<file path="config.mk">
export PLATFORM = sky130hd
export DESIGN_NAME = ncq_queue_abort_handler
export DESIGN_NICKNAME = d
export VERILOG_FILES = /design/src/design/ncq_abort_pkg.sv /design/src/design/abort_sel_if.sv /design/src/design/abort_tag_select.sv /design/src/design/ncq_queue_abort_handler.sv
export SDC_FILE = /design/constraint.sdc
export NUM_CORES = 1
export LEC_CHECK = 0
export BUFFER_PORTS_ARGS = -buffer_cell sky130_fd_sc_hd__clkbuf_2
export CORE_MARGIN = 4
export CORE_UTILIZATION = 50
export CTS_CLUSTER_SIZE = 8
export DETAILED_ROUTE_END_ITERATION = 10
export GPL_TIMING_DRIVEN = 0
export MAX_ROUTING_LAYER = met4
export PLACE_DENSITY = 0.84
export SLEW_MARGIN = 20
export SYNTH_ARGS = -nofsm -noshare
export SYNTH_HDL_FRONTEND = slang
export SYNTH_HIERARCHICAL = 1
export SYNTH_SLANG_ARGS = --single-unit
</file>
<file path="constraint.sdc">
create_clock -name mclk_i -period 2.8 [get_ports mclk_i]
set_input_delay 0.14 -clock mclk_i [delete_from_list [all_inputs] [get_ports mclk_i]]
set_output_delay 0.14 -clock mclk_i [all_outputs]
set_load 0.02 [all_outputs]
</file>
<file path="src/design/ncq_abort_pkg.sv">
// Constants, types and helpers shared by the queued-command abort handler
package ncq_abort_pkg;

  // ==========================================================================
  // Command decode
  localparam logic [7:0] OPC_NCQ_NON_DATA = 8'h63;  // Queued non-data opcode
  localparam logic [3:0] SUB_ABORT        = 4'h0;   // Abort subcommand code
  localparam int         FEAT_SUB_LSB     = 0;      // Subcommand field
  localparam int         FEAT_SUB_MSB     = 3;
  localparam int         FEAT_TYPE_LSB    = 4;      // Abort type field
  localparam int         FEAT_TYPE_MSB    = 7;
  localparam int         CNT_TAG_LSB      = 3;      // Own queue tag
  localparam int         CNT_TAG_MSB      = 7;
  localparam int         CNT_PRIORITY_FIELD_LSB     = 14;     // Priority field
  localparam int         CNT_PRIORITY_FIELD_MSB     = 15;
  localparam int         LBA_TARGET_TAG_FIELD_LSB     = 3;      // Target tag
  localparam int         LBA_TARGET_TAG_FIELD_MSB     = 7;

  // ==========================================================================
  // Tags and abort types
  localparam int         TAG_W            = 5;      // Tag width
  localparam int         NUM_TAGS         = 32;     // Tag space
  localparam logic [3:0] TYPE_ALL         = 4'h0;   // Abort all
  localparam logic [3:0] TYPE_STREAM      = 4'h1;   // Abort streaming
  localparam logic [3:0] TYPE_NON_STREAM  = 4'h2;   // Abort non-streaming
  localparam logic [3:0] TYPE_SELECTED    = 4'h3;   // Abort selected tag
  localparam logic [15:0] SUPPORTED_RESET = 16'h000f;  // Types 0h..3h

  // ==========================================================================
  // Handler states
  typedef enum logic [1:0] {
    ST_IDLE = 2'b00,  // Waiting for a command
    ST_EXEC = 2'b01   // Deciding and reporting
  } state_t;

  // One-hot bit for a tag, used for own tag and selected tag
  function automatic logic [NUM_TAGS-1:0] tag_bit(input logic [TAG_W-1:0] tag);
    logic [NUM_TAGS-1:0] mask;
    mask      = '0;
    mask[tag] = 1'b1;
    return mask;
  endfunction

endpackage

</file>
<file path="src/design/abort_sel_if.sv">
// Carrier between the abort handler and its tag selector
`timescale 1ns/100ps
interface abort_sel_if
  import ncq_abort_pkg::*;
();
  logic [3:0]          abort_type;   // Requested abort type
  logic [TAG_W-1:0]    own_tag;      // Tag of the abort command itself
  logic [TAG_W-1:0]    target_tag_field;         // Target tag
  logic [NUM_TAGS-1:0] outstanding;  // Queued commands in flight
  logic [NUM_TAGS-1:0] streaming;    // Which of those are streaming
  logic [NUM_TAGS-1:0] aborted;      // Tags chosen for abort

  modport req (output abort_type, own_tag, target_tag_field, outstanding, streaming,
               input aborted);
  modport sel (input abort_type, own_tag, target_tag_field, outstanding, streaming,
               output aborted);
endinterface

</file>
<file path="src/design/abort_tag_select.sv">
// Chooses which outstanding tags an abort request removes
`timescale 1ns/100ps
module abort_tag_select
  import ncq_abort_pkg::*;
(
  abort_sel_if.sel sel
);

  // ==========================================================================
  // Selection by abort type
  // Own tag is never in the set; it completes as the command itself
  always_comb begin
    logic [NUM_TAGS-1:0] pick;
    pick = '0;
    case (sel.abort_type)
      TYPE_ALL:        pick = sel.outstanding;
      TYPE_STREAM:     pick = sel.outstanding & sel.streaming;
      TYPE_NON_STREAM: pick = sel.outstanding & ~sel.streaming;
      TYPE_SELECTED:   pick = sel.outstanding & tag_bit(sel.target_tag_field);
      default:         pick = '0;
    endcase
    sel.aborted = pick & ~tag_bit(sel.own_tag);
  end

endmodule

</file>
<file path="src/design/ncq_queue_abort_handler.sv">
// Queued-command abort handler: decode, checks and completion report
`timescale 1ns/100ps
module ncq_queue_abort_handler
  import ncq_abort_pkg::*;
#(
  parameter logic [15:0] SUPPORTED_TYPES = SUPPORTED_RESET  // Bit n: type n supported
) (
  input  wire logic                mclk_i,         // 20 MHz clock
  input  wire logic                rstn_i,         // Synchronous reset, low
  input  wire logic                cmd_valid_i,    // Command presented, one cycle
  input  wire logic [7:0]          command_i,      // Opcode
  input  wire logic [15:0]         feature_i,      // Feature field
  input  wire logic [15:0]         count_i,        // Count field
  input  wire logic [47:0]         lba_i,          // LBA field
  input  wire logic                ncq_enable_i,   // Queuing enabled
  input  wire logic [TAG_W-1:0]    max_tag_i,      // Highest valid tag number
  input  wire logic [NUM_TAGS-1:0] outstanding_i,  // Outstanding queued tags
  input  wire logic [NUM_TAGS-1:0] streaming_i,    // Streaming flags per tag
  output logic                     busy_o,         // Command being handled
  output logic                     done_o,         // Completion pulse
  output logic                     err_o,          // Aborted-command error
  output logic                     sdb_valid_o,    // Send completion report
  output logic [NUM_TAGS-1:0]      sdb_act_o,      // Report tag bits
  output logic [NUM_TAGS-1:0]      aborted_o,      // Tags aborted, pulse
  output logic [1:0]               priority_field_o          // Priority of last accepted abort
);

  // ==========================================================================
  // State record
  typedef struct packed {
    state_t              state;      // Sequencer
    logic                busy;       // Busy flag
    logic [3:0]          abort_type; // Captured abort type
    logic [TAG_W-1:0]    own_tag;    // Captured own tag
    logic [TAG_W-1:0]    target_tag_field;       // Captured target tag
    logic [TAG_W-1:0]    max_tag;    // Depth limit at acceptance
    logic                ncq_on;     // Queuing state at acceptance
    logic [1:0]          priority_field;       // Captured priority
    logic                done;       // Completion pulse
    logic                err;        // Error result
    logic                sdb_valid;  // Report pulse
    logic [NUM_TAGS-1:0] sdb_act;    // Report bits
    logic [NUM_TAGS-1:0] aborted;    // Aborted tags
  } regs_t;

  regs_t st;       // Registered state
  regs_t next_st;  // Next state

  abort_sel_if sel_bus ();  // To the selector

  // ==========================================================================
  // Decode of the incoming command
  logic            accept;   // Abort subcommand taken this cycle
  logic [3:0]      in_type;  // Incoming abort type
  logic [TAG_W-1:0] in_tag;  // Incoming own tag
  logic [TAG_W-1:0] in_target_tag_field; // Incoming target tag

  assign in_type = feature_i[FEAT_TYPE_MSB:FEAT_TYPE_LSB];
  assign in_tag  = count_i[CNT_TAG_MSB:CNT_TAG_LSB];
  assign in_target_tag_field = lba_i[LBA_TARGET_TAG_FIELD_MSB:LBA_TARGET_TAG_FIELD_LSB];
  // Other opcodes and subcommands belong to other engines; ignored here
  assign accept  = cmd_valid_i && (st.state == ST_IDLE)
                && (command_i == OPC_NCQ_NON_DATA)
                && (feature_i[FEAT_SUB_MSB:FEAT_SUB_LSB] == SUB_ABORT);

  // ==========================================================================
  // Selector wiring: masks are sampled in the execute cycle
  assign sel_bus.abort_type  = st.abort_type;
  assign sel_bus.own_tag     = st.own_tag;
  assign sel_bus.target_tag_field        = st.target_tag_field;
  assign sel_bus.outstanding = outstanding_i;
  assign sel_bus.streaming   = streaming_i;

  abort_tag_select u_select (
    .sel (sel_bus.sel)
  );

  // ==========================================================================
  // Error checks on the captured command
  logic type_ok;   // Type supported
  logic target_tag_field_bad;  // Target tag unusable
  logic fail;      // Any error

  assign type_ok  = SUPPORTED_TYPES[st.abort_type];
  // Target tag only matters for the selected-tag type
  assign target_tag_field_bad = (st.abort_type == TYPE_SELECTED)
                 && ((st.target_tag_field == st.own_tag)
                  || (st.target_tag_field > st.max_tag));
  assign fail     = !st.ncq_on || !type_ok || target_tag_field_bad;

  // ==========================================================================
  // Next-state logic
  always_comb begin
    next_st           = st;
    next_st.done      = 1'b0;
    next_st.err       = 1'b0;  // Error flag lives only in the done cycle
    next_st.sdb_valid = 1'b0;
    next_st.aborted   = '0;
    case (st.state)
      ST_IDLE: begin
        if (accept) begin
          // Capture everything now so later input changes cannot skew checks
          next_st.state      = ST_EXEC;
          next_st.busy       = 1'b1;
          next_st.abort_type = in_type;
          next_st.own_tag    = in_tag;
          next_st.target_tag_field       = in_target_tag_field;
          next_st.max_tag    = max_tag_i;
          next_st.ncq_on     = ncq_enable_i;
          next_st.priority_field       = count_i[CNT_PRIORITY_FIELD_MSB:CNT_PRIORITY_FIELD_LSB];
        end
      end
      ST_EXEC: begin
        next_st.state = ST_IDLE;
        next_st.busy  = 1'b0;
        next_st.done  = 1'b1;
        next_st.err   = fail;
        if (!fail) begin
          // Success even when nothing was outstanding to abort
          next_st.sdb_valid = 1'b1;
          next_st.aborted   = sel_bus.aborted;
          next_st.sdb_act   = sel_bus.aborted | tag_bit(st.own_tag);
        end else begin
          next_st.sdb_act   = '0;  // Error path aborts nothing
        end
      end
      default: begin
        next_st.state = ST_IDLE;
        next_st.busy  = 1'b0;
      end
    endcase
  end

  // ==========================================================================
  // State register
  always_ff @(posedge mclk_i) begin
    if (!rstn_i) begin
      st <= '{state: ST_IDLE, default: '0};
    end else begin
      st <= next_st;
    end
  end

  // Outputs straight from the state record
  assign busy_o      = st.busy;
  assign done_o      = st.done;
  assign err_o       = st.err;
  assign sdb_valid_o = st.sdb_valid;
  assign sdb_act_o   = st.sdb_act;
  assign aborted_o   = st.aborted;
  assign priority_field_o      = st.priority_field;
endmodule

</file>
==> summary by stage, run 1 <==
Setup path
The largest single stage delay on the critical path is 0.67 ns. The startpoint of the most critical register-to-register path is sel_bus.target_tag_field[2]. The worst setup path is launched from a register.

For the worst setup path, the data arrival time is 2.45 ns. The critical path's slowest cell is sky130_fd_sc_hd__dfxtp_1. Along the worst path, the maximum fanout reaches 11. The classification of the worst setup path is reg2reg. The worst setup path is captured at a register. The launching element of the worst setup path is sel_bus.target_tag_field[2]. The total buffers and inverters traversed by the critical path is 2. Traced cell by cell, the critical path runs through ha_1 -> nand3_1 -> o21bai_1 -> a31oi_2 -> buf_4 -> buf_6 -> nor3b_1.

At the worst endpoint, the required time is 3.03 ns. The cell family contributing the most delay on the critical path is flip-flops.

Drt
The first routing iteration left 580 violations. The final wirelength is 17.7 mm. The total number of vias is 5,627. After detailed routing, the number of remaining DRC violations is 1. The met2 wire length is 8.26 mm. The detailed router used layers up to and including met4. The final antenna-violating net count is 0. The vias per cell is 5.67. The first TritonRoute pass finished after 11 iterations. The routed wirelength normalized by instance count is 17.9 um. The detailed router put a total of 7.09 mm of wire on met1. Detailed routing placed a total of 1.80 mm of wire on met3.

Run status
The final reports fail on design-rule violations. The run finished, with violations left.

Floorplan
In this run the count of I/O pins placed on the die edge is 231. The starting utilization of the core area is 51.4%. The chip height is 117 um.

The floorplan step defined a die boundary enclosing 13,700 sq um. After floorplanning, the core was sized to cover 11,500 sq um. The horizontal extent of the die is 117 um. The floorplan row count is 39.

Yosys
The warning count from the yosys run is 6. The count of cell types in the netlist is 52. The synthesized net count is 829.

By area the synthesized netlist is led by sky130_fd_sc_hd__dfxtp_1 (31%), sky130_fd_sc_hd__buf_4 (9.3%), sky130_fd_sc_hd__nor3b_2 (6.1%). Synthesis produced 663 cells. In the synthesized netlist the dominant register cell turns out to be sky130_fd_sc_hd__dfxtp_1. In this run, synthesis inferred 0 flip-flops with an integrated enable. After synthesis the netlist holds a flip-flop and latch count of 91. The share of Yosys cell area claimed by the top area cell type is 30.8%. The average instance in the mapped netlist occupies 8.93 sq um. Summed over all instances, the cell type with the most area after synthesis is sky130_fd_sc_hd__dfxtp_1. The fraction of synthesis flops using an asynchronous set or reset pin is 0%. For this run, the register share of the synthesized area comes to 30.8%. The synthesized netlist occupies a cell area of 5920 sq um.

Pwr
The leakage dissipation is 3.35 nW. The maximum resistive drop on vdd is 0.000214 V. The internal power of the cells totals 2.26 mW. The total chip power is 2.86 mW. The clock network is responsible for 47.0% of the overall power.

The power density over cell area is 392 nW/um^2. Per report_power, the combinational group accounts for 7.7% of the total. The sequential power share is 45.2%. In this run the power spent charging and discharging nets is 0.597 mW. The switching share of total power is 20.9%.

CTS
After clock tree synthesis, the setup repair step added 0 buffers. TritonCTS built the clock tree. In this run the number of H-tree levels came out at 3. The hold buffer count at cts is 0.

Clock tree synthesis found a total of 91 sinks. The number of buffers on the longest clock path is 2. The post-CTS resize count is 0. The tree is rooted in a sky130_fd_sc_hd__clkbuf_16. The clock edge transition at the registers on the reported setup and hold paths is 0.06 ns. The clock reaches the later pin of the worst-skew pair after 0.34 ns. The number of clock buffers inserted by TritonCTS is 9.

Placed design
The placement-stage cell area is 6950 sq um. Detailed placement ended at an HPWL of 13.5 mm. Input and output buffers added on the ports amount to 170. At the end of routability-driven placement, the weighted congestion stood at 0.959.

Min path
The worst hold path begins at lba_i[3]. The class of the worst hold path is in2reg.

Timing
The max-slew violation total from the final report is 0. The final number of hold-violating endpoints is 0. The clock period could shrink to 2.22 ns. Measured against its own limit, the worst slew margin works out to 44.7%. For the final routed database, the setup TNS stands at 0 ns. Between clock sinks in the finished design, the worst skew comes to 0.00532 ns. The top achievable clock speed is 0.450 GHz. Setup repair after global routing left no endpoint under its margin. Setup violations remaining at the end of the flow were counted as 0. For the pin with the worst max-slew slack, the measured transition is 0.826 ns. The worst path uses 79.3% of the clock period.

Global routing
The number of antenna violations at the first check in global routing is 0. The via count of the first global-routing pass is 5,173. Entering global routing, the biggest net connects 15 pins. Summed over all layers, the global routing overflow is 0. The wire length of the first global-routing pass is 26.6 mm. The global-route usage over all layers is 26.2%.

Final layout
The number of diodes added for antenna fixing is 0. The filler cells instantiated in the layout total 998. The final layout contains 1,010 nets. The multi-input logic area is 3080 sq um. From synthesis to final layout, the design area changed by 23.1%. The sequential cells in the finished layout cover a total of 1820 sq um. The final non-filler cell area is 7290 sq um. Of the cells placed in the final design, the portion with a size suffix greater than 1 is 40.9%.

Job
Across the run, the number of max-cap violations was 0.
-- area by class of cell --
| class | instances | area share (%) |
|---|---|---|
| clock inverters | 3 | 0.944 |
| inverters | 5 | 0.257 |
| multi-input cells | 445 | 42.2 |
| plain buffers | 122 | 13.8 |
| well taps | 143 | 2.45 |
| clock buffers | 13 | 3.71 |
| flip-flops and latches | 91 | 25.0 |
| repair buffers | 170 | 11.7 |
-- placed cells by master, fill, tap and decap left out, types with 9 or more instances in the layout --
cell	count
sky130_fd_sc_hd__a21o_1	12
sky130_fd_sc_hd__nor2b_1	33
sky130_fd_sc_hd__clkbuf_16	9
sky130_fd_sc_hd__nor3b_2	29
sky130_fd_sc_hd__nand2_1	37
sky130_fd_sc_hd__clkbuf_1	12
sky130_fd_sc_hd__o211ai_1	45
sky130_fd_sc_hd__buf_2	13
sky130_fd_sc_hd__buf_4	73
sky130_fd_sc_hd__a21oi_1	33
sky130_fd_sc_hd__o31ai_1	20
sky130_fd_sc_hd__nand3_1	36
sky130_fd_sc_hd__o22ai_1	20
sky130_fd_sc_hd__a22oi_1	29
sky130_fd_sc_hd__buf_6	13
sky130_fd_sc_hd__clkbuf_2	171
sky130_fd_sc_hd__mux2i_1	22
sky130_fd_sc_hd__dfxtp_1	91
sky130_fd_sc_hd__nor2_1	50
sky130_fd_sc_hd__nor3b_1	10
-- synthesized netlist by cell type (all sizes together), types with 22 or more instances --
cell type and instances:
buf 99, dfxtp 91, nor2 50, o211ai 45
nor3b 39, nand2 37, nand3 36, a21oi 33
nor2b 33, a22oi 32, mux2i 22
-- power groups by stage --
stage	clock network (mW)	logic, mW	registers (mW)
2_1_floorplan	0	0.102	1.32
3_3_place_gp	0	0.214	1.32
4_1_cts	1.37	0.217	1.29
6_report	1.35	0.222	1.29
3_5_place_dp	0	0.215	1.32
5_1_grt	1.43	0.239	1.29
-- tightest hold or removal path, stage by stage --
cell	delay [ns]
sky130_fd_sc_hd__clkbuf_2	0.07
sky130_fd_sc_hd__mux2i_1	0.05
sky130_fd_sc_hd__nor2b_1	0.09
-- registers in the layout, summed over array words and instances, names as in the netlist, 2 cells and up --
signal / flops
sel_bus.abort_type: 4
aborted_o: 32
st: 6
sdb_act_o: 32
priority_field_o: 2
sel_bus.own_tag: 5
sel_bus.target_tag_field: 5
-- logic make-up (layout without fill, tap and decap cells) --
group / Yosys count / after routing / synth area share [%]
simple gates: 232 / 232 / 25.1
compound gates: 181 / 181 / 21.0
buf+inv: 127 / 313 / 17.3
flops: 91 / 91 / 30.8
mux: 22 / 22 / 3.72
fa+ha+maj: 5 / 5 / 1.06
xor+xnor: 5 / 5 / 1.12
-- stage by stage --
step	worst slack, ns	utilization (%)	cells	hold WS [ns]
6_report	0.580	63.3	992	0.0471
3_5_place_dp	0.671	60.4	976	0.401
3_3_place_gp	0.644	60.4	976	0.390
4_1_cts	0.638	63.3	992	0.0420
2_1_floorplan	1.11	-	663	0.268
5_1_grt	0.528	63.3	992	0.0385
-- worst paths after layout --
kind | endpoint | slack, ns | depth (start not counted)
min reg2reg | sdb_act_o[18] | 0.45 | 2
max | aborted_o[21] | 0.58 | 7
max reg2reg | aborted_o[21] | 0.58 | 7
min | sel_bus.target_tag_field[0] | 0.05 | 3
-- metal layers --
metal,vias to the layer above,global-route usage [%]
met1,2531,32.7
met5,-,-
met2,347,41.4
met4,0,10.3
met3,57,6.07
li1,2692,-
No activity file was read; power rests on OpenSTA's default activity.
==> inputs of run 2 (changes only) <==
Settings changed: CORE_UTILIZATION 50 to 45, PLACE_DENSITY 0.84 to 0.8.
Clock period 2.8 ns to 2.01 ns, I/O delays scaled along.
==> summary by stage, run 2 (same netlist as run 1, synthesis figures left out) <==
CTS
The H-tree depth is 3 (unchanged). The number of buffers on the longest clock path is 2 (unchanged). The insertion delay to the later sink of the worst-skew pair came to 0.35 ns (about the same). The clock edge transition at the registers on the reported setup and hold paths is 0.07 ns (about the same). The cell at the root of the clock tree is sky130_fd_sc_hd__clkbuf_16. The number of clock sinks is 91 (unchanged). The number of clock buffers inserted by TritonCTS is 9 (unchanged). The TritonCTS clock tree is done.

Floorplan
The floorplan row count is 41 (+5.1%). The chip height came to 123 um (+5.0%). The starting utilization of the core area is 46.4% (-5.1 points). The floorplan core area came to 12,800 sq um (+11%). The full die area is 15,100 sq um (+10%). The I/O pin count is 231 (unchanged). The horizontal extent of the die is 123 um (+5.0%).

Drt
The total number of vias is 5,497 (-2.3%). The vias per cell is 5.38 (-5.2%). The number of detailed-route iterations in the first pass is 6 (-5).

The number of DRC violations after detailed routing is 0 (-1). The final wirelength is 17.8 mm (+0.14%). The final antenna-violating net count is 0 (unchanged). The starting DRC count in detailed routing is 569 (-1.9%).

The routed wirelength normalized by instance count was 17.4 um (-2.8%).

Global routing
The via count of the first global-routing pass is 5,042 (-2.5%). The global-route usage over all layers is 23.8% (-2.5 points). The number of antenna violations at the first check in global routing came to 1 (+1). The maximum number of pins on one net before global-route repair is 15 (unchanged).

The wire length of the first global-routing pass is 26.6 mm (-0.16%). The global-route congestion overflow total is 0 (unchanged).

Timing
The top achievable clock speed is 0.510 GHz (+13%). The clock skew after layout is 0.00985 ns (+0.00452 ns). The number of failing setup endpoints in the final timing report is 0 (unchanged). The transition at the pin with the smallest max-transition slack is 0.792 ns (-0.0339 ns). The worst hold slack came to 0.00203 ns (-0.0451 ns).

The remaining max-slew budget at the tightest pin is 47.0% (+2.3 points). The summed negative setup slack over all endpoints is 0 ns (unchanged). Setup repair after global routing left no endpoint under its margin. The least setup slack across all paths after layout is 0.0487 ns (-0.531 ns). The final number of hold-violating endpoints is 0 (unchanged). The portion of the clock cycle consumed by the worst path in the final layout is 97.6% (+18 points). The post-route minimum period came to 1.96 ns (-0.259 ns).

The max-slew violation total from the final report is 0 (unchanged).

Placed design
The number of buffers inserted by port buffering came to 170 (unchanged). The half-perimeter wire length after placement is 13.7 mm (+0.86%). The pre-CTS setup slack came to -0.124 ns (-0.795 ns). The placement-stage cell area is 6990 sq um (+0.52%). The final weighted congestion of routability-driven global placement is 0.956 (-0.32%).

Pwr
The power density over cell area is 501 nW/um^2 (+28%). The leakage dissipation is 3.33 nW (-0.71%). The maximum resistive drop on vdd came to 0.000331 V (+55%).

Final layout
The number of filler instances in the final layout is 1,154 (+16%). The final non-filler cell area is 7330 sq um (+0.55%). The share of post-route cells with drive strength above 1 came to 42.3% (+1.4 points). The core occupancy in the finished layout is 57.4% (-5.9 points). The post-synthesis to final-layout area growth is 23.8%. Leaving out fill and tap cells, the most frequent cell in the layout is sky130_fd_sc_hd__clkbuf_2.

The library cells used most frequently in the layout, excluding fill and tap cells, are sky130_fd_sc_hd__clkbuf_2 (170), sky130_fd_sc_hd__dfxtp_1 (87), sky130_fd_sc_hd__buf_4 (71). The number of nets at the end of the flow is 1,010 (unchanged). The area occupied by registers came to 1830 sq um (+0.69%). The multi-input logic area is 3120 sq um (+1.3%).

Setup path
The total buffers and inverters traversed by the critical path was 2 (unchanged). Among cell families on the critical path, the largest total delay comes from compound AO/OA/AOI/OAI gates. The worst setup path is captured at a register. The critical path in this run is classified as reg2reg. The data arrival at the endpoint of the critical path is 2.19 ns (-0.26 ns). The longest individual stage delay on the worst path is 0.41 ns (-0.26 ns).

STA classifies the critical path startpoint as a register. By instance count, the cell type seen most on the critical path is sky130_fd_sc_hd__buf_6. The slowest stage of the critical path is the sky130_fd_sc_hd__dfxtp_1 cell. The required time at the endpoint of the critical path was 2.23 ns (-0.80 ns).

The critical-path maximum fanout was 10 (-1). The signal on the critical path passes through or3b_1 -> buf_6 -> buf_6 -> a22oi_1 -> a21oi_1 -> a21o_1 -> o211ai_1 -> o21ai_0.

Run status
The flow ran to the end, and the final reports show no timing, DRC or antenna violations.

Min path
The class of the worst hold path is in2reg.

Job
The number of maximum-capacitance violations was 0 (unchanged).
==> run 2: report_power, final <==
| part | internal (mW) | switching, mW | total, mW |
|---|---|---|---|
| sequential | 1.80 | 0.0000811 | 1.80 |
| clock | 0.870 | 0.692 | 1.56 |
| combinational | 0.161 | 0.150 | 0.311 |
| total | 2.83 | 0.842 | 3.67 |
==> run 2: metal layers <==
layer	up-vias	GRT usage (%)	part of all wire, %
met5	-	-	0
met4	0	9.03	2.7
met3	36	5.44	10
met2	300	36.5	46
met1	2462	30.6	41
li1	2699	-	-
==> run 2: final timing paths <==
kind                            slack (ns)  depth (start not counted)                  end                   from
worst max register to register        0.05                          8         sdb_act_o[2]  sel_bus.abort_type[1]
worst max-delay path                  0.05                          8         sdb_act_o[2]  sel_bus.abort_type[1]
worst min register to register        0.45                          2        sdb_act_o[16]          sdb_act_o[16]
worst min-delay path                 0.002                          3  priority_field_o[1]            count_i[15]
==> run 2: through the flow <==
stage / total power, mW / cells
after floorplan: 1.99 / 663
after global placement: 2.14 / 1005
after detailed placement: 2.14 / 1005
after CTS: 3.69 / 1022
after global routing: 3.79 / 1022
final: 3.67 / 1022
==> run 2: layout make-up <==
cell class	count	area share, %
multi-input cells	445	42.5
clock buffers	12	3.36
well taps	172	2.94
inverters	5	0.256
flip-flops and latches	91	25.0
repair buffers	171	11.7
clock inverters	4	0.358
diodes	1	0.0341
plain buffers	121	13.8
==> run 2: worst register-to-register path: cells and delay by family (launching register included) <==
kind | cells | cell delay [ns]
compound gates | 5 | 0.75
buf+inv | 2 | 0.29
flops | 1 | 0.41
simple gates | 1 | 0.39
==> run 2: what timing repair did <==
action,CTS,global route
pin swaps,0,3
setup endpoints to repair,52,49
hold buffers,1,0
buffers inserted,0,0
endpoints found under the hold margin,1,0
gates resized for setup,4,17
==> inputs of run 3 (changes only) <==
Settings changed: CORE_UTILIZATION 45 to 46, CTS_BUF_LIST set to sky130_fd_sc_hd__clkbuf_4, PLACE_DENSITY 0.8 to 0.81.
==> summary by stage, run 3 (same netlist as run 1, synthesis figures left out) <==
Pwr
The leakage dissipation is 3.42 nW (+2.7%). The total chip power is 3.26 mW (-11%). The power density over cell area came to 435 nW/um^2 (-13%). The maximum resistive drop on vdd is 0.000245 V (-26%).

Final layout
The area growth from synthesis to layout is 26.5%. The core occupancy in the finished layout is 59.4% (+2.0 points). The library cell used most frequently in the layout, excluding fill and tap cells, is sky130_fd_sc_hd__clkbuf_2.

The count of non-filler cells in the finished layout came to 1,049 (+2.6%). The share of post-route cells with drive strength above 1 was 41.6% (-0.67 points). The number of nets at the end of the flow was 1,039 (+2.9%). Leaving out fill and tap cells, the most frequent cells in the layout are sky130_fd_sc_hd__clkbuf_2 (170), sky130_fd_sc_hd__dfxtp_1 (86), sky130_fd_sc_hd__buf_4 (75).

The number of diodes added for antenna fixing was 0 (-1). The final non-filler cell area came to 7490 sq um (+2.2%).

Placed design
The final weighted congestion of routability-driven global placement is 0.972 (+1.7%). The number of buffers inserted by port buffering was 170 (unchanged). The placement-stage cell area is 6990 sq um (unchanged).

The half-perimeter wire length after placement came to 13.8 mm (+0.89%). The number of placed instances, taps included is 1,005 (unchanged).

Floorplan
The I/O pin count was 231 (unchanged). The chip height is 121 um (-1.0%). The floorplan core area is 12,600 sq um (-1.2%).

The floorplan row count is 41 (unchanged). The starting utilization of the core area is 46.9% (+0.57 points). The horizontal extent of the die is 121 um (-1.0%). The full die area is 14,800 sq um (-2.0%).

Timing
The remaining max-slew budget at the tightest pin came to 45.9% (-1.1 points). The clock skew after layout is 0.0201 ns (+0.0103 ns). The number of failing setup endpoints in the final timing report was 0 (unchanged). The max-slew violation total from the final report is 0 (unchanged).

The top achievable clock speed came to 0.511 GHz (+0.22%). The portion of the clock cycle consumed by the worst path in the final layout came to 97.4% (-0.22 points). Setup repair after global routing could not meet its margin everywhere. The worst hold slack is 0.0362 ns (+0.0342 ns). The final number of hold-violating endpoints was 0 (unchanged). The post-route minimum period is 1.96 ns (-0.00438 ns). The transition at the pin with the smallest max-transition slack is 0.808 ns (+0.0163 ns).

Global routing
The via count of the first global-routing pass is 5,348 (+6.1%). The wire length of the first global-routing pass is 27.6 mm (+3.8%). The global-route congestion overflow total was 0 (unchanged). The maximum number of pins on one net before global-route repair was 15 (unchanged). The number of antenna violations at the first check in global routing was 0 (-1). The global-route usage over all layers was 24.7% (+0.94 points).

Setup path
The worst setup path is launched from a register. In this run the critical register-to-register path is launched from sel_bus.target_tag_field[4]. The required time at the endpoint of the critical path is 2.35 ns (+0.12 ns). The sort of element at the end of the critical path is a register. The classification of the worst setup path is reg2reg. The critical-path maximum fanout is 11 (+1).

The slack of the worst reg-to-reg path is 0.05 ns (about the same). The destination of the worst register-to-register timing path is aborted_o[21]. The number of cells traversed by the worst register-to-register path came to 7 (-1). The data arrival at the endpoint of the critical path is 2.29 ns (+0.10 ns).

Run status
The flow ran to the end, and the final reports show no timing, DRC or antenna violations.

Drt
The routed wirelength normalized by instance count is 17.3 um (-0.63%). The total number of vias is 5,651 (+2.8%). The number of DRC violations after detailed routing was 0 (unchanged).

The vias per cell is 5.39 (+0.16%). The final wirelength came to 18.1 mm (+2.0%). The starting DRC count in detailed routing is 525 (-7.7%). The number of detailed-route iterations in the first pass was 6 (unchanged).

The final antenna-violating net count came to 0 (unchanged).

Job
The number of maximum-capacitance violations is 0 (unchanged).

CTS
The insertion delay to the later sink of the worst-skew pair is 0.46 ns (+0.11 ns). The clock edge transition at the registers on the reported setup and hold paths is 0.14 ns (+0.07 ns). The cell at the root of the clock tree is sky130_fd_sc_hd__clkbuf_4.

The number of clock buffers inserted by TritonCTS was 9 (unchanged). The TritonCTS clock tree is done. The number of clock sinks is 91 (unchanged). The number of buffers on the longest clock path is 2 (unchanged). The H-tree depth is 3 (unchanged).

Min path
The end of the worst hold path is aborted_o[10]. The number of cells traversed by the worst hold path is 4 (+1). The beginning of the worst hold path is outstanding_i[10]. The class of the worst hold path is in2reg.
run 3: changes by cell type in the layout (fill, tap and decap cells not counted), sizes merged:
cell and delta:
diode -1, clkbuf -2, bufinv +2, buf +4, clkinvlp -1, dlygate4sd3 +25
run 3: worst max-delay path: stages, from the launching register on:
cell and delay (ns):
sky130_fd_sc_hd__dfxtp_4 0.43, sky130_fd_sc_hd__ha_1 0.32, sky130_fd_sc_hd__nand3_1 0.11, sky130_fd_sc_hd__o21bai_1 0.19
sky130_fd_sc_hd__a31oi_2 0.29, sky130_fd_sc_hd__buf_6 0.24, sky130_fd_sc_hd__buf_6 0.18, sky130_fd_sc_hd__nor3b_1 0.08
run 3: layer usage:
metal	part of all wire, %	GRT usage (%)	up-vias
met5	0	-	-
met4	2.5	9.24	0
met3	8.5	4.24	45
met2	46	39.1	292
met1	43	31.8	2555
li1	-	-	2759
run 3: what timing repair did:
| item | 4_1_cts | 5_1_grt |
|---|---|---|
| setup endpoints to repair | 65 | 50 |
| hold buffers | 26 | 0 |
| pin swaps | 0 | 2 |
| gates resized for setup | 7 | 16 |
| endpoints found under the hold margin | 23 | 0 |
| setup buffers | 0 | 3 |
run 3: through the flow:
stage / worst slack (ns) / setup TNS (ns)
after floorplan: 0.316 / 0
after global placement: -0.161 / -3.44
after detailed placement: -0.175 / -4.42
after CTS: 0.00869 / 0
after global routing: -0.00580 / -0.0108
final: 0.0531 / 0
run 3: final cells by class:
cell class,instances,area (sq um)
Timing Repair Buffer,199,1130
Fill cell,1153,5120
Clock inverter,5,78.8
Multi-Input combinational cell,445,3130
Clock buffer,10,75.1
Buffer,122,1010
Inverter,5,18.8
Sequential cell,91,1840
Tap cell,172,215
run 3: how the worst max path moves through the flow:
| stage | from | endpoint | slack [ns] | cells after the start |
|---|---|---|---|---|
| global route | sel_bus.target_tag_field[4] | sdb_act_o[10] | -0.006 | 7 |
| floorplan | sel_bus.target_tag_field[4] | aborted_o[0] | 0.32 | 7 |
| finish | sel_bus.target_tag_field[4] | aborted_o[21] | 0.05 | 7 |
| global placement | sel_bus.target_tag_field[4] | aborted_o[21] | -0.16 | 7 |
| CTS | sel_bus.abort_type[0] | sdb_act_o[1] | 0.009 | 9 |
| detailed placement | sel_bus.target_tag_field[4] | aborted_o[20] | -0.18 | 7 |
run 3: power breakdown:
group          switching [mW]  leakage [nW]  internal [mW]
Clock                   0.603        0.0862          0.510
Combinational           0.157          2.60          0.187
Sequential          0.0000841         0.736           1.80
Total                   0.760          3.42           2.50
